`config.mk`:
```
export PLATFORM = sky130hd
export DESIGN_NAME = ctdc_top
export DESIGN_NICKNAME = d
export VERILOG_FILES = /design/src/ctdc_pkg.sv /design/src/ctdc_btn_if.sv /design/src/ctdc_btn.sv /design/src/ctdc_top.sv
export VERILOG_INCLUDE_DIRS = /design/src
export SDC_FILE = /design/constraint.sdc
export NUM_CORES = 1
export LEC_CHECK = 0
export BUFFER_PORTS_ARGS = -buffer_cell sky130_fd_sc_hd__buf_2
export CAP_MARGIN = 30
export CORE_UTILIZATION = 45
export CTS_CLUSTER_DIAMETER = 60
export DETAILED_ROUTE_END_ITERATION = 6
export PLACE_DENSITY = 0.72
export SETUP_SLACK_MARGIN = 0.02
export SYNTH_ARGS = -nofsm -noshare
export SYNTH_HDL_FRONTEND = slang
export SYNTH_HIERARCHICAL = 1
export SYNTH_SLANG_ARGS = --single-unit
```
`constraint.sdc`:
```
create_clock -name clk_sys -period 2.2 [get_ports clk_sys]
set_input_delay 0.11 -clock clk_sys [delete_from_list [all_inputs] [get_ports clk_sys]]
set_output_delay 0.11 -clock clk_sys [all_outputs]
set_load 0.01 [all_outputs]
```
`src/ctdc_defs.svh`:
```
// Constants for the clock, timer and readout display controller.
// Notes on behaviour
// - After power-up the upper area shows voltage before any button press.
// - Readout select steps voltage, Fahrenheit, Celsius, then back to voltage.
// - Voltage carries an E suffix; the temperatures carry F or C.
// - Start/stop in clock mode outside setting shows the date for 1.5 s.
// - Start/stop in timer mode toggles the elapsed counter run state.
// - Mode outside setting toggles the lower area between clock and timer.
// - The timer annunciator is lit in timer mode and dark in clock mode.
// - Reset/set in timer mode clears the elapsed count to 00:00.
// - Reset/set in clock mode enters setting with the month digits flashing.
// - Mode during setting abandons it and returns to normal clock operation.
// - Start/stop during setting increments the flashing digit pair.
// - Reset/set steps month, day, date, hour, minute, then time, ending setting.
// - Time of day is hours and minutes in 24-hour format.
// - Changed minutes leave the clock stopped until start/stop restarts it.
// - Unchanged minutes let timekeeping continue with no restart press.
// - Timer shows minutes:seconds in the first hour, then hours:minutes to 23:59.
// - The timer keeps counting while the clock is displayed.
`ifndef CTDC_DEFS_SVH
`define CTDC_DEFS_SVH
`define CTDC_CLK_HZ     100000000
`define CTDC_SEC_MS     1000
`define CTDC_DATE_MS    1500
`define CTDC_SEC_CYC    (`CTDC_SEC_MS * (`CTDC_CLK_HZ / 1000))
`define CTDC_DATE_CYC   (`CTDC_DATE_MS * (`CTDC_CLK_HZ / 1000))
`define CTDC_BTN_NUM    4
`define CTDC_BTN_SEL    0
`define CTDC_BTN_SS     1
`define CTDC_BTN_MODE   2
`define CTDC_BTN_RST    3
`define CTDC_ZERO       7'h00
`define CTDC_ONE        7'h01
`define CTDC_SEC_MAX    7'h3b
`define CTDC_MIN_MAX    7'h3b
`define CTDC_HOUR_MAX   7'h17
`define CTDC_MONTH_MAX  7'h0c
`define CTDC_DAYS_LONG  7'h1f
`define CTDC_DAYS_SHORT 7'h1e
`define CTDC_DAYS_FEB   7'h1c
`define CTDC_FEB        7'h02
`define CTDC_APR        7'h04
`define CTDC_JUN        7'h06
`define CTDC_SEP        7'h09
`define CTDC_NOV        7'h0b
`endif

```
`src/ctdc_pkg.sv`:
```
// Types shared by the display controller modules.
package ctdc_pkg;
  typedef enum logic [1:0] {UP_VOLT, UP_TEMP_F, UP_TEMP_C} ctdc_upper_t;
  typedef enum logic [1:0] {SUF_E, SUF_F, SUF_C} ctdc_suffix_t;
  typedef enum logic {MODE_CLOCK, MODE_TIMER} ctdc_mode_t;
  typedef enum logic [2:0] {SET_IDLE, SET_MONTH, SET_DAY, SET_DATE, SET_HOUR,
                            SET_MIN} ctdc_set_t;
endpackage : ctdc_pkg

```
`src/ctdc_btn_if.sv`:
```
// Press pulses passed from the button conditioner to the controller.
`timescale 1ns/100ps
interface ctdc_btn_if #(parameter int N = 4);
  logic [N-1:0] press;
  modport src (output press);
  modport snk (input press);
endinterface : ctdc_btn_if

```
`src/ctdc_btn.sv`:
```
// Button synchroniser and press detector.
`timescale 1ns/100ps
module ctdc_btn #(
  parameter int N = 4
) (
  input  wire logic         clk_sys,
  input  wire logic         resetn,
  input  wire logic [N-1:0] raw,
  ctdc_btn_if.src           bus
);
  import ctdc_pkg::*;

  for (genvar i = 0; i < N; i++)
  begin : g_btn
    logic [2:0] sync_q;
    logic [2:0] sync_d;
    logic       level_q;
    logic       level_d;

    always_comb
    begin
      sync_d  = {sync_q[1:0], raw[i]};
      level_d = (sync_q[1] == sync_q[2]) ? sync_q[2] : level_q;
    end

    always_ff @(posedge clk_sys or negedge resetn)
    begin
      if (!resetn)
      begin
        sync_q  <= 3'h0;
        level_q <= 1'b0;
      end
      else
      begin
        sync_q  <= sync_d;
        level_q <= level_d;
      end
    end

    assign bus.press[i] = level_d & ~level_q;
  end
endmodule : ctdc_btn

```
`src/ctdc_top.sv`:
```
// Clock, elapsed timer and upper readout control for the panel display.
`timescale 1ns/100ps
`include "ctdc_defs.svh"
module ctdc_top #(
  parameter int unsigned SEC_CYCLES  = `CTDC_SEC_CYC,
  parameter int unsigned DATE_CYCLES = `CTDC_DATE_CYC
) (
  input  wire logic                  clk_sys,
  input  wire logic                  resetn,
  input  wire logic                  btn_readout_select,
  input  wire logic                  btn_start_stop,
  input  wire logic                  btn_mode,
  input  wire logic                  btn_reset_set,
  output ctdc_pkg::ctdc_upper_t      upper_readout,
  output ctdc_pkg::ctdc_suffix_t     upper_suffix,
  output logic [6:0]                 lower_left,
  output logic [6:0]                 lower_right,
  output logic                       lower_left_lit,
  output logic                       lower_right_lit,
  output logic                       timer_annunciator,
  output logic                       clock_running
);
  import ctdc_pkg::*;

  localparam int SEC_W  = $clog2(SEC_CYCLES);
  localparam int DATE_W = $clog2(DATE_CYCLES);

  ////////////////////////////////////////////////////////////////////////////
  // Buttons.
  ctdc_btn_if #(.N(`CTDC_BTN_NUM)) bif ();
  logic press_sel;
  logic press_ss;
  logic press_mode;
  logic press_rst;

  ctdc_btn #(.N(`CTDC_BTN_NUM)) u_btn (
    .clk_sys (clk_sys),
    .resetn  (resetn),
    .raw     ({btn_reset_set, btn_mode, btn_start_stop, btn_readout_select}),
    .bus     (bif.src)
  );

  assign press_sel  = bif.press[`CTDC_BTN_SEL];
  assign press_ss   = bif.press[`CTDC_BTN_SS];
  assign press_mode = bif.press[`CTDC_BTN_MODE];
  assign press_rst  = bif.press[`CTDC_BTN_RST];

  ////////////////////////////////////////////////////////////////////////////
  // Seconds divider.
  logic [SEC_W-1:0] sec_cnt_q;
  logic [SEC_W-1:0] sec_cnt_d;
  logic             sec_tick;
  logic             blink_off;

  always_comb
  begin
    sec_tick  = (sec_cnt_q == SEC_W'(SEC_CYCLES - 1));
    sec_cnt_d = sec_tick ? '0 : sec_cnt_q + 1'b1;
    blink_off = (sec_cnt_q >= SEC_W'(SEC_CYCLES / 2));
  end

  always_ff @(posedge clk_sys or negedge resetn)
  begin
    if (!resetn)
      sec_cnt_q <= '0;
    else
      sec_cnt_q <= sec_cnt_d;
  end

  ////////////////////////////////////////////////////////////////////////////
  // Upper readout.
  ctdc_upper_t  upper_q;
  ctdc_upper_t  upper_d;
  ctdc_suffix_t suffix_q;
  ctdc_suffix_t suffix_d;

  always_comb
  begin
    upper_d = upper_q;
    if (press_sel)
    begin
      unique case (upper_q)
        UP_VOLT:   upper_d = UP_TEMP_F;
        UP_TEMP_F: upper_d = UP_TEMP_C;
        UP_TEMP_C: upper_d = UP_VOLT;
        default:   upper_d = UP_VOLT;
      endcase
    end
    unique case (upper_d)
      UP_TEMP_F: suffix_d = SUF_F;
      UP_TEMP_C: suffix_d = SUF_C;
      default:   suffix_d = SUF_E;
    endcase
  end

  always_ff @(posedge clk_sys or negedge resetn)
  begin
    if (!resetn)
    begin
      upper_q  <= UP_VOLT;
      suffix_q <= SUF_E;
    end
    else
    begin
      upper_q  <= upper_d;
      suffix_q <= suffix_d;
    end
  end

  ////////////////////////////////////////////////////////////////////////////
  // Clock, mode and set procedure.
  ctdc_mode_t        mode_q, mode_d;
  ctdc_set_t         set_q, set_d;
  logic              run_q, run_d;
  logic              date_act_q, date_act_d;
  logic [DATE_W-1:0] date_cnt_q, date_cnt_d;
  logic [6:0]        mon_q, mon_d, day_q, day_d;
  logic [6:0]        hr_q, hr_d, mn_q, mn_d, sc_q, sc_d;

  function automatic logic [6:0] month_days(input logic [6:0] m);
    if (m == `CTDC_FEB)
      return `CTDC_DAYS_FEB;
    else if (m == `CTDC_APR || m == `CTDC_JUN || m == `CTDC_SEP || m == `CTDC_NOV)
      return `CTDC_DAYS_SHORT;
    else
      return `CTDC_DAYS_LONG;
  endfunction : month_days

  always_comb
  begin
    mode_d     = mode_q;
    set_d      = set_q;
    run_d      = run_q;
    date_act_d = date_act_q;
    date_cnt_d = date_cnt_q;
    mon_d      = mon_q;
    day_d      = day_q;
    hr_d       = hr_q;
    mn_d       = mn_q;
    sc_d       = sc_q;
    if (run_q && sec_tick)
    begin
      if (sc_q != `CTDC_SEC_MAX)
        sc_d = sc_q + `CTDC_ONE;
      else
      begin
        sc_d = `CTDC_ZERO;
        if (mn_q != `CTDC_MIN_MAX)
          mn_d = mn_q + `CTDC_ONE;
        else
        begin
          mn_d = `CTDC_ZERO;
          if (hr_q != `CTDC_HOUR_MAX)
            hr_d = hr_q + `CTDC_ONE;
          else
          begin
            hr_d = `CTDC_ZERO;
            if (day_q < month_days(mon_q))
              day_d = day_q + `CTDC_ONE;
            else
            begin
              day_d = `CTDC_ONE;
              mon_d = (mon_q == `CTDC_MONTH_MAX) ? `CTDC_ONE : mon_q + `CTDC_ONE;
            end
          end
        end
      end
    end
    if (date_act_q)
    begin
      if (date_cnt_q == DATE_W'(DATE_CYCLES - 1))
        date_act_d = 1'b0;
      else
        date_cnt_d = date_cnt_q + 1'b1;
    end
    if (press_mode)
    begin
      if (set_q != SET_IDLE)
        set_d = SET_IDLE;
      else
        mode_d = (mode_q == MODE_CLOCK) ? MODE_TIMER : MODE_CLOCK;
    end
    else if (mode_q == MODE_CLOCK)
    begin
      if (press_ss)
      begin
        unique case (set_q)
          SET_IDLE:
          begin
            date_act_d = 1'b1;
            date_cnt_d = '0;
            run_d      = 1'b1;
          end
          SET_MONTH: mon_d = (mon_q == `CTDC_MONTH_MAX) ? `CTDC_ONE : mon_q + `CTDC_ONE;
          SET_DAY:   day_d = (day_q >= month_days(mon_q)) ? `CTDC_ONE : day_q + `CTDC_ONE;
          SET_HOUR:  hr_d = (hr_q == `CTDC_HOUR_MAX) ? `CTDC_ZERO : hr_q + `CTDC_ONE;
          SET_MIN:
          begin
            mn_d  = (mn_q == `CTDC_MIN_MAX) ? `CTDC_ZERO : mn_q + `CTDC_ONE;
            sc_d  = `CTDC_ZERO;
            run_d = 1'b0;
          end
          SET_DATE: run_d = run_q;
        endcase
      end
      if (press_rst)
      begin
        unique case (set_q)
          SET_IDLE:  set_d = SET_MONTH;
          SET_MONTH: set_d = SET_DAY;
          SET_DAY:   set_d = SET_DATE;
          SET_DATE:  set_d = SET_HOUR;
          SET_HOUR:  set_d = SET_MIN;
          SET_MIN:   set_d = SET_IDLE;
        endcase
      end
    end
  end

  always_ff @(posedge clk_sys or negedge resetn)
  begin
    if (!resetn)
    begin
      mode_q     <= MODE_CLOCK;
      set_q      <= SET_IDLE;
      run_q      <= 1'b1;
      date_act_q <= 1'b0;
      date_cnt_q <= '0;
      mon_q      <= `CTDC_ONE;
      day_q      <= `CTDC_ONE;
      hr_q       <= `CTDC_ZERO;
      mn_q       <= `CTDC_ZERO;
      sc_q       <= `CTDC_ZERO;
    end
    else
    begin
      mode_q     <= mode_d;
      set_q      <= set_d;
      run_q      <= run_d;
      date_act_q <= date_act_d;
      date_cnt_q <= date_cnt_d;
      mon_q      <= mon_d;
      day_q      <= day_d;
      hr_q       <= hr_d;
      mn_q       <= mn_d;
      sc_q       <= sc_d;
    end
  end

  ////////////////////////////////////////////////////////////////////////////
  // Elapsed timer.
  logic       trun_q, trun_d;
  logic [6:0] th_q, th_d, tm_q, tm_d, ts_q, ts_d;
  logic       t_max;

  always_comb
  begin
    trun_d = trun_q;
    th_d   = th_q;
    tm_d   = tm_q;
    ts_d   = ts_q;
    t_max  = (th_q == `CTDC_HOUR_MAX) && (tm_q == `CTDC_MIN_MAX) && (ts_q == `CTDC_SEC_MAX);
    if (trun_q && sec_tick && !t_max)
    begin
      if (ts_q != `CTDC_SEC_MAX)
        ts_d = ts_q + `CTDC_ONE;
      else
      begin
        ts_d = `CTDC_ZERO;
        if (tm_q != `CTDC_MIN_MAX)
          tm_d = tm_q + `CTDC_ONE;
        else
        begin
          tm_d = `CTDC_ZERO;
          th_d = th_q + `CTDC_ONE;
        end
      end
    end
    if (mode_q == MODE_TIMER && !press_mode)
    begin
      if (press_ss)
        trun_d = !trun_q;
      if (press_rst)
      begin
        th_d = `CTDC_ZERO;
        tm_d = `CTDC_ZERO;
        ts_d = `CTDC_ZERO;
      end
    end
  end

  always_ff @(posedge clk_sys or negedge resetn)
  begin
    if (!resetn)
    begin
      trun_q <= 1'b0;
      th_q   <= `CTDC_ZERO;
      tm_q   <= `CTDC_ZERO;
      ts_q   <= `CTDC_ZERO;
    end
    else
    begin
      trun_q <= trun_d;
      th_q   <= th_d;
      tm_q   <= tm_d;
      ts_q   <= ts_d;
    end
  end

  ////////////////////////////////////////////////////////////////////////////
  // Lower display.
  logic [6:0] left_d, right_d;
  logic       left_lit_d, right_lit_d, ann_d;

  always_comb
  begin
    ann_d       = (mode_q == MODE_TIMER);
    left_lit_d  = !(blink_off && (set_q == SET_MONTH || set_q == SET_HOUR));
    right_lit_d = !(blink_off && (set_q == SET_DAY || set_q == SET_MIN));
    if (mode_q == MODE_TIMER)
    begin
      left_d  = (th_q == `CTDC_ZERO) ? tm_q : th_q;
      right_d = (th_q == `CTDC_ZERO) ? ts_q : tm_q;
    end
    else if (date_act_q || set_q == SET_MONTH || set_q == SET_DAY || set_q == SET_DATE)
    begin
      left_d  = mon_q;
      right_d = day_q;
    end
    else
    begin
      left_d  = hr_q;
      right_d = mn_q;
    end
  end

  always_ff @(posedge clk_sys or negedge resetn)
  begin
    if (!resetn)
    begin
      lower_left        <= `CTDC_ZERO;
      lower_right       <= `CTDC_ZERO;
      lower_left_lit    <= 1'b1;
      lower_right_lit   <= 1'b1;
      timer_annunciator <= 1'b0;
    end
    else
    begin
      lower_left        <= left_d;
      lower_right       <= right_d;
      lower_left_lit    <= left_lit_d;
      lower_right_lit   <= right_lit_d;
      timer_annunciator <= ann_d;
    end
  end

  assign upper_readout = upper_q;
  assign upper_suffix  = suffix_q;
  assign clock_running = run_q;

  ////////////////////////////////////////////////////////////////////////////
  // Checks.
  logic seen_sel_q;

  always_ff @(posedge clk_sys or negedge resetn)
  begin
    if (!resetn)
      seen_sel_q <= 1'b0;
    else if (press_sel)
      seen_sel_q <= 1'b1;
  end
endmodule : ctdc_top
```
Yosys cells after proc, flatten, opt, wreduce, memory -nomap -nowiden
Index checks and enable logic that the tools add are counted.
{"block": "word_totals", "regBits": 155, "latchBits": 0, "ram_bits": 0, "rom_bits": 0, "inputBits": 6, "out_inout_bits": 22, "n_memories": 0}
{"block": "op_classes", "addsub": 10, "n_mul": 0, "n_div": 0, "order_cmp": 3, "eq_ne": 32, "shift": 0, "mux": 100, "bitwise_logic": 11, "n_reduce_logical": 31}
{"op": "2-to-1 mux 7 bit", "count": 72}
{"op": "2-to-1 mux 28 bit", "count": 6}
{"op": "adder 7 x 1 -> 7 bit, second input constant", "count": 8}
{"op": "adder 28 x 1 -> 28 bit, second input constant", "count": 1}
{"op": "equality test 28 bit, second input constant", "count": 1}
{"op": "!= test 7 x 6 -> 1 bit, second input constant", "count": 4}
{"op": "adder 27 x 1 -> 27 bit, second input constant", "count": 1}
{"op": "equality test 27 bit, second input constant", "count": 1}
{"op": ">= comparator 27 x 26 -> 1 bit, second input constant", "count": 1}
{"op": "2-to-1 mux 27 bit", "count": 1}
{"op": "equality test 7 x 4 -> 1 bit, second input constant", "count": 3}
{"op": "equality test 7 x 6 -> 1 bit, second input constant", "count": 3}
{"op": "one-hot mux 3 bit (6 select lines)", "count": 1}
{"op": "equality test 7 x 3 -> 1 bit, second input constant", "count": 2}
{"op": "equality test 7 x 5 -> 1 bit, second input constant", "count": 2}
{"op": "2-to-1 mux 1 bit", "count": 12}
{"op": "2-to-1 mux 3 bit", "count": 4}
{"op": "logical AND 1 bit", "count": 8}
{"op": "logical OR 1 bit", "count": 8}
{"op": "one-hot mux 2 bit (2 select lines)", "count": 2}
{"op": "equality test 7 x 2 -> 1 bit, second input constant", "count": 1}
{"op": ">= comparator 7 bit", "count": 1}
{"op": "zero test 7 bit", "count": 1}
{"op": "less-than comparator 7 bit", "count": 1}
{"op": "21 further kinds", "count": 42}

Longest topological paths before layout
{"block": "depth", "depth_word": 20, "depth_mapped": 13, "ltp_nobuf": 12}

By module
The synthesis kept the hierarchy.
{"module": "ctdc_top", "n_inst": 1, "cells_per_inst": 770, "area_per_inst_um2": 7234.4}
{"module": "ctdc_btn", "n_inst": 1, "cells_per_inst": 24, "area_per_inst_um2": 485.5}

Worst setup path after synthesis
Ideal clock, no wire load.
{"block": "synth_timing", "path_type": "register -> register", "from": "register sec_cnt_q[0]", "to": "register ts_q[3]", "arrival_time_ns": 2.290, "t_required_ns": 2.122, "path_slack_ns": -0.167, "stages_incl_launch_ff": 9, "n_path_buf": 1, "synth_period_minus_slack_ns": 2.367, "cell_sequence": "dfrtp_1 -> ha_1 -> and3_1 -> nand3_1 -> or3_1 -> or2_1 -> buf_2 -> or3b_1 -> a21oi_1"}
{"block": "synth_via", "elab_chain_cells": 6}
{"item": "start, declared", "line": "ctdc_top.sv:50", "source": "logic [SEC_W-1:0] sec_cnt_q;"}
{"item": "start signal, assigned", "line": "ctdc_top.sv:67", "source": "sec_cnt_q <= sec_cnt_d;"}
{"item": "equality test 27 bit (*)", "line": "ctdc_top.sv:57", "source": "sec_tick = (sec_cnt_q == SEC_W'(SEC_CYCLES - 1));"}
{"item": "logical AND 1 bit (*) (2 in a row)", "line": "ctdc_top.sv:263", "source": "if (trun_q && sec_tick && !t_max)"}
{"item": "2-to-1 mux 7 bit (*)", "line": "ctdc_top.sv:263"}
{"item": "2-to-1 mux 7 bit", "line": "ctdc_top.sv:283", "source": "if (press_rst)"}
{"item": "2-to-1 mux 7 bit (*)", "line": "ctdc_top.sv:279", "source": "if (mode_q == MODE_TIMER && !press_mode)"}
{"item": "net ts_d[3]", "line": "ctdc_top.sv:253", "source": "logic [6:0] th_q, th_d, tm_q, tm_d, ts_q, ts_d;"}
{"item": "end signal, assigned", "line": "ctdc_top.sv:299", "source": "ts_q <= `CTDC_ZERO;"}
{"item": "end signal, assigned", "line": "ctdc_top.sv:306", "source": "ts_q <= ts_d;"}
{"item": "end, declared", "line": "ctdc_top.sv:253"}
Mark *: on every way through the listed nets, which the timed path passes. The rest lies on a longest branch.
A chain may end at the register's enable or synchronous reset.

Final worst setup path
{"block": "layout_timing", "from": "register mon_q[6]", "to": "register mon_q[4]"}
{"block": "layout_via", "elab_chain_cells": 20}
{"item": "start, declared", "line": "ctdc_top.sv:117", "source": "logic [6:0] mon_q, mon_d, day_q, day_d;"}
{"item": "start signal, assigned", "line": "ctdc_top.sv:229", "source": "mon_q <= `CTDC_ONE;"}
{"item": "start signal, assigned", "line": "ctdc_top.sv:242", "source": "mon_q <= mon_d;"}
{"item": "equality test 7 x 3 -> 1 bit (no source line)"}
{"item": "logical OR 1 bit (no source line) (3 in a row)"}
{"item": "2-to-1 mux 1 bit", "line": "ctdc_top.sv:123", "source": "else if (m == `CTDC_APR || m == `CTDC_JUN || m == `CTDC_SEP || m == `CTDC_NOV)"}
{"item": "2-to-1 mux 7 bit"}
{"item": "2-to-1 mux 7 bit", "line": "ctdc_top.sv:153", "source": "if (hr_q != `CTDC_HOUR_MAX)"}
{"item": "2-to-1 mux 7 bit", "line": "ctdc_top.sv:148", "source": "if (mn_q != `CTDC_MIN_MAX)"}
{"item": "2-to-1 mux 7 bit", "line": "ctdc_top.sv:143", "source": "if (sc_q != `CTDC_SEC_MAX)"}
{"item": "2-to-1 mux 7 bit", "line": "ctdc_top.sv:141", "source": "if (run_q && sec_tick)"}
{"item": "[3 not listed]"}
{"item": "2-to-1 mux 7 bit", "line": "ctdc_top.sv:148"}
{"item": "2-to-1 mux 7 bit", "line": "ctdc_top.sv:143"}
{"item": "2-to-1 mux 7 bit", "line": "ctdc_top.sv:141"}
{"item": "2-to-1 mux 7 bit", "line": "ctdc_top.sv:187", "source": "unique case (set_q)"}
{"item": "2-to-1 mux 7 bit", "line": "ctdc_top.sv:185", "source": "if (press_ss)"}
{"item": "2-to-1 mux 7 bit", "line": "ctdc_top.sv:183", "source": "else if (mode_q == MODE_CLOCK)"}
{"item": "2-to-1 mux 7 bit (*)", "line": "ctdc_top.sv:176", "source": "if (press_mode)"}
{"item": "net mon_d[4]", "line": "ctdc_top.sv:117"}
Mark *: on every way through the listed nets, which the timed path passes. The rest lies on a longest branch. The select of a mux whose other input is x is not followed.

==> results.yml <==
grt:
  grt_usage_pct: 21.23
  antenna_found_initial: 0
  grt_pass1_vias: 6168
  grt_util_met1_pct: 27.86
  grt-busiest-layer: "met2"
  grt_max_degree: 56
  globalRouteMet3Util_pct: 5.019
  grt_use_met2_pct: 34.85
  overflow: 0
  grt_pass1_wl_um: 29970
logic_synthesis:
  synth-edff-count: 0
  syn_area_per_cell_um2: 9.723
  yosysWarnings: 6
  async_reset_ff_share_pct: 100.0
  synth_nets: 817
  syn_inst: 794
  yosysSeqAreaShare_pct: 50.32
  synth-main-ff-cell: "dfrtp_1"
  ys_seq_elements: 155
  syn_area_um2: 7720
  netlist-cell-type-count: 61
finish:
  diodes: 0
  drive_above_1_share_pct: 24.73
  final_common_cell: "dfrtp_1"
  nFillCells: 1357
  syn_to_final_growth_pct: 27.24
  final_cell_count_no_fill: 1150
  nNetsFinal: 940
  postLayoutCoreUtil_pct: 59.03
  final_cell_mix: "dfrtp_1, buf_4, nor2_1, nand2_1, nand3_1"
place:
  dpl.hpwl_um: 11900
  portBuffers: 27
  place_inst: 1101
  place.gp.congestion: 0.8832
floorplan:
  pin_count: 28
  die_area_um2: 17680
  initial_core_util_pct: 46.39
  die_w_um: 133.0
  row_count: 47
  fp.coreArea_um2: 16640
  die-height_um: 133.0
critical_path:
  end_kind: "flop"
  worst_setup_path_start_kind: "flop"
  path_class: "flop to flop"
  critPathMaxFanout: 2
  r2r_start: "mon_q[6]"
  cp.required_ps: 2510
  crit_path_start: "mon_q[6]"
  cp.arrival_ps: 2610
timing:
  finalSetupTns_ps: -771.8
  hold_viol: 0
  finClkSkew_ps: 7.081
  fin_ws_ps: -104.1
  period_minus_slack_ps: 2304
  rsz0062_at_grt: "true"
  slew_headroom_pct: 65.34
  worst_pin_slew_ps: 515.2
  fin_crit_sh_pct: 104.7
  fmax_mhz: 434.0
  setup_viol: 12
  maxSlewViolCount: 0
clock_tree:
  path_clk_slew_ps: 60
  h-tree-depth: 4
  cts_tree: "done"
  insertion_delay_ps: 420
  numCtsBuffers: 17
  clockBufferDepth: 2
  clock-sinks: 155
  clock-root-buffer: "clkbuf_16"
min_path:
  hold_class: "input pin to async pin"
power_and_ir_drop:
  p_leak_nw: 4.386
  combPwrFrac_pct: 20.6
  pwr-share-seq_pct: 41.7
  vdd_ir_drop_max_mv: 0.6539
  p_per_area_nw_per_um2: 837.4
  clkPwrFrac_pct: 37.7
  p_sw_w: 0.002353
  swShare_pct: 28.60
  intPower_w: 0.005874
route:
  ant_nets: 0
  avgRoutedWirePerCell_um: 15.54
  drt_iter0_drc: 495
  drc_errors: 0
  wl_um: 17870
  dr.pass1.iters: 5
  dr_total_vias: 6359
  drt-vias-per-instance: 5.530
flow_run:
  maxCapViolCount: 0
run_status:
  violations: "negative setup slack"
  status: "finished with violations"
==> through the flow <==
stage | hold slack (ps) | total power (W) | cell area (um2) | worst slack [ps]
2_1_floorplan | -185.6 | 0.004321 | 7774 | -57.79
3_3_place_gp | 71.59 | 0.004960 | 8771 | -89.39
3_5_place_dp | 68.99 | 0.005018 | 8771 | -114.4
4_1_cts | 180.7 | 0.008227 | 9624 | -94.35
5_1_grt | 201.2 | 0.008643 | 9823 | -243.8
6_report | 174.4 | 0.008226 | 9823 | -104.1
==> kinds of logic after synthesis <==
| family | count (synthesis) | share of synthesized area (%) |
|---|---|---|
| simple gates | 364 | 25.33 |
| xor+xnor | 61 | 6.921 |
| flops | 155 | 50.32 |
| compound gates | 140 | 10.84 |
| fa+ha+maj | 21 | 3.339 |
| buf+inv | 46 | 2.302 |
| mux | 7 | 0.9400 |
==> power by group through the flow <==
stage	clock network [W]	logic, W	registers [W]
after global placement	0	0.00151	0.00345
after CTS	0.00317	0.00163	0.00343
after floorplan	0	0.000821	0.00350
after detailed placement	0	0.00155	0.00347
after global routing	0.00329	0.00189	0.00347
final	0.00310	0.00169	0.00343
==> flip-flops by register name, summed over array words and instances, names as in the netlist, 2 cells and up <==
| signal | flops |
|---|---|
| ts_q | 7 |
| mn_q | 7 |
| mon_q | 7 |
| set_q | 3 |
| upper_readout | 2 |
| th_q | 7 |
| lower_left | 7 |
| upper_suffix | 2 |
| lower_right | 7 |
| sec_cnt_q | 27 |
| u_btn/g_btn.level_q | 4 |
| tm_q | 7 |
| day_q | 7 |
| u_btn/g_btn.sync_q | 12 |
| sc_q | 7 |
| hr_q | 7 |
| date_cnt_q | 28 |
==> final timing paths <==
path,cells past startpoint,endpoint,slack [ps]
min in group clk_sys,2,u_btn/g_btn[3].sync_q[0],320
min reg2reg,0,u_btn/g_btn[3].sync_q[1],350
max reg2reg,9,mon_q[4],-100
max,9,mon_q[4],-100
min,2,sc_q[0],170
max in group asynchronous,3,sec_cnt_q[11],1270
==> area by class of cell <==
type / count / area, um2 / area share [%]
clock buffers: 21 / 460.4 / 4.687
clock inverters: 11 / 167.7 / 1.707
inverters: 19 / 71.32 / 0.7260
multi-input cells: 593 / 3963 / 40.34
flip-flops and latches: 155 / 3887 / 39.57
well taps: 220 / 275.3 / 2.802
repair buffers: 131 / 998.5 / 10.16
==> synthesized netlist by cell type, types with 20 or more instances <==
cell type,count,area share (%)
xor2_1,30,3.4
a21oi_1,38,2.5
and3_1,23,1.9
nand4_1,22,1.8
clkbuf_1,21,1.0
nand2_1,76,3.7
o21ai_0,45,2.9
dfrtp_1,150,49
or3_1,20,1.6
nand3_1,40,2.6
xnor2_1,31,3.5
nor2_1,79,3.8
==> what timing repair did <==
action                                 in CTS  in global routing
cloned                                      0                  0
setup buffers                               9                  3
hold buffers                                5                  0
setup endpoints to repair                  21                 50
gates resized for setup                    24                 43
pin swaps                                  23                 20
endpoints found under the hold margin      45                  0
==> per-layer routing <==
layer / up-vias / part of all wire [%]
met2: 127 / 50
met1: 3138 / 45
met5: - / 0
met4: 0 / 1.6
li1: 3068 / -
met3: 26 / 3.7
==> critical path, stage by stage (launching register included) <==
cell and delay [ps]:
dfrtp_1 380, nor3_1 330, and3_4 260, ha_4 200, nor2b_1 120, o21ai_1 160, nand2_1 100, a31o_4 230
nand4_1 110, mux2_4 300
(Power assumes the default switching activity.)
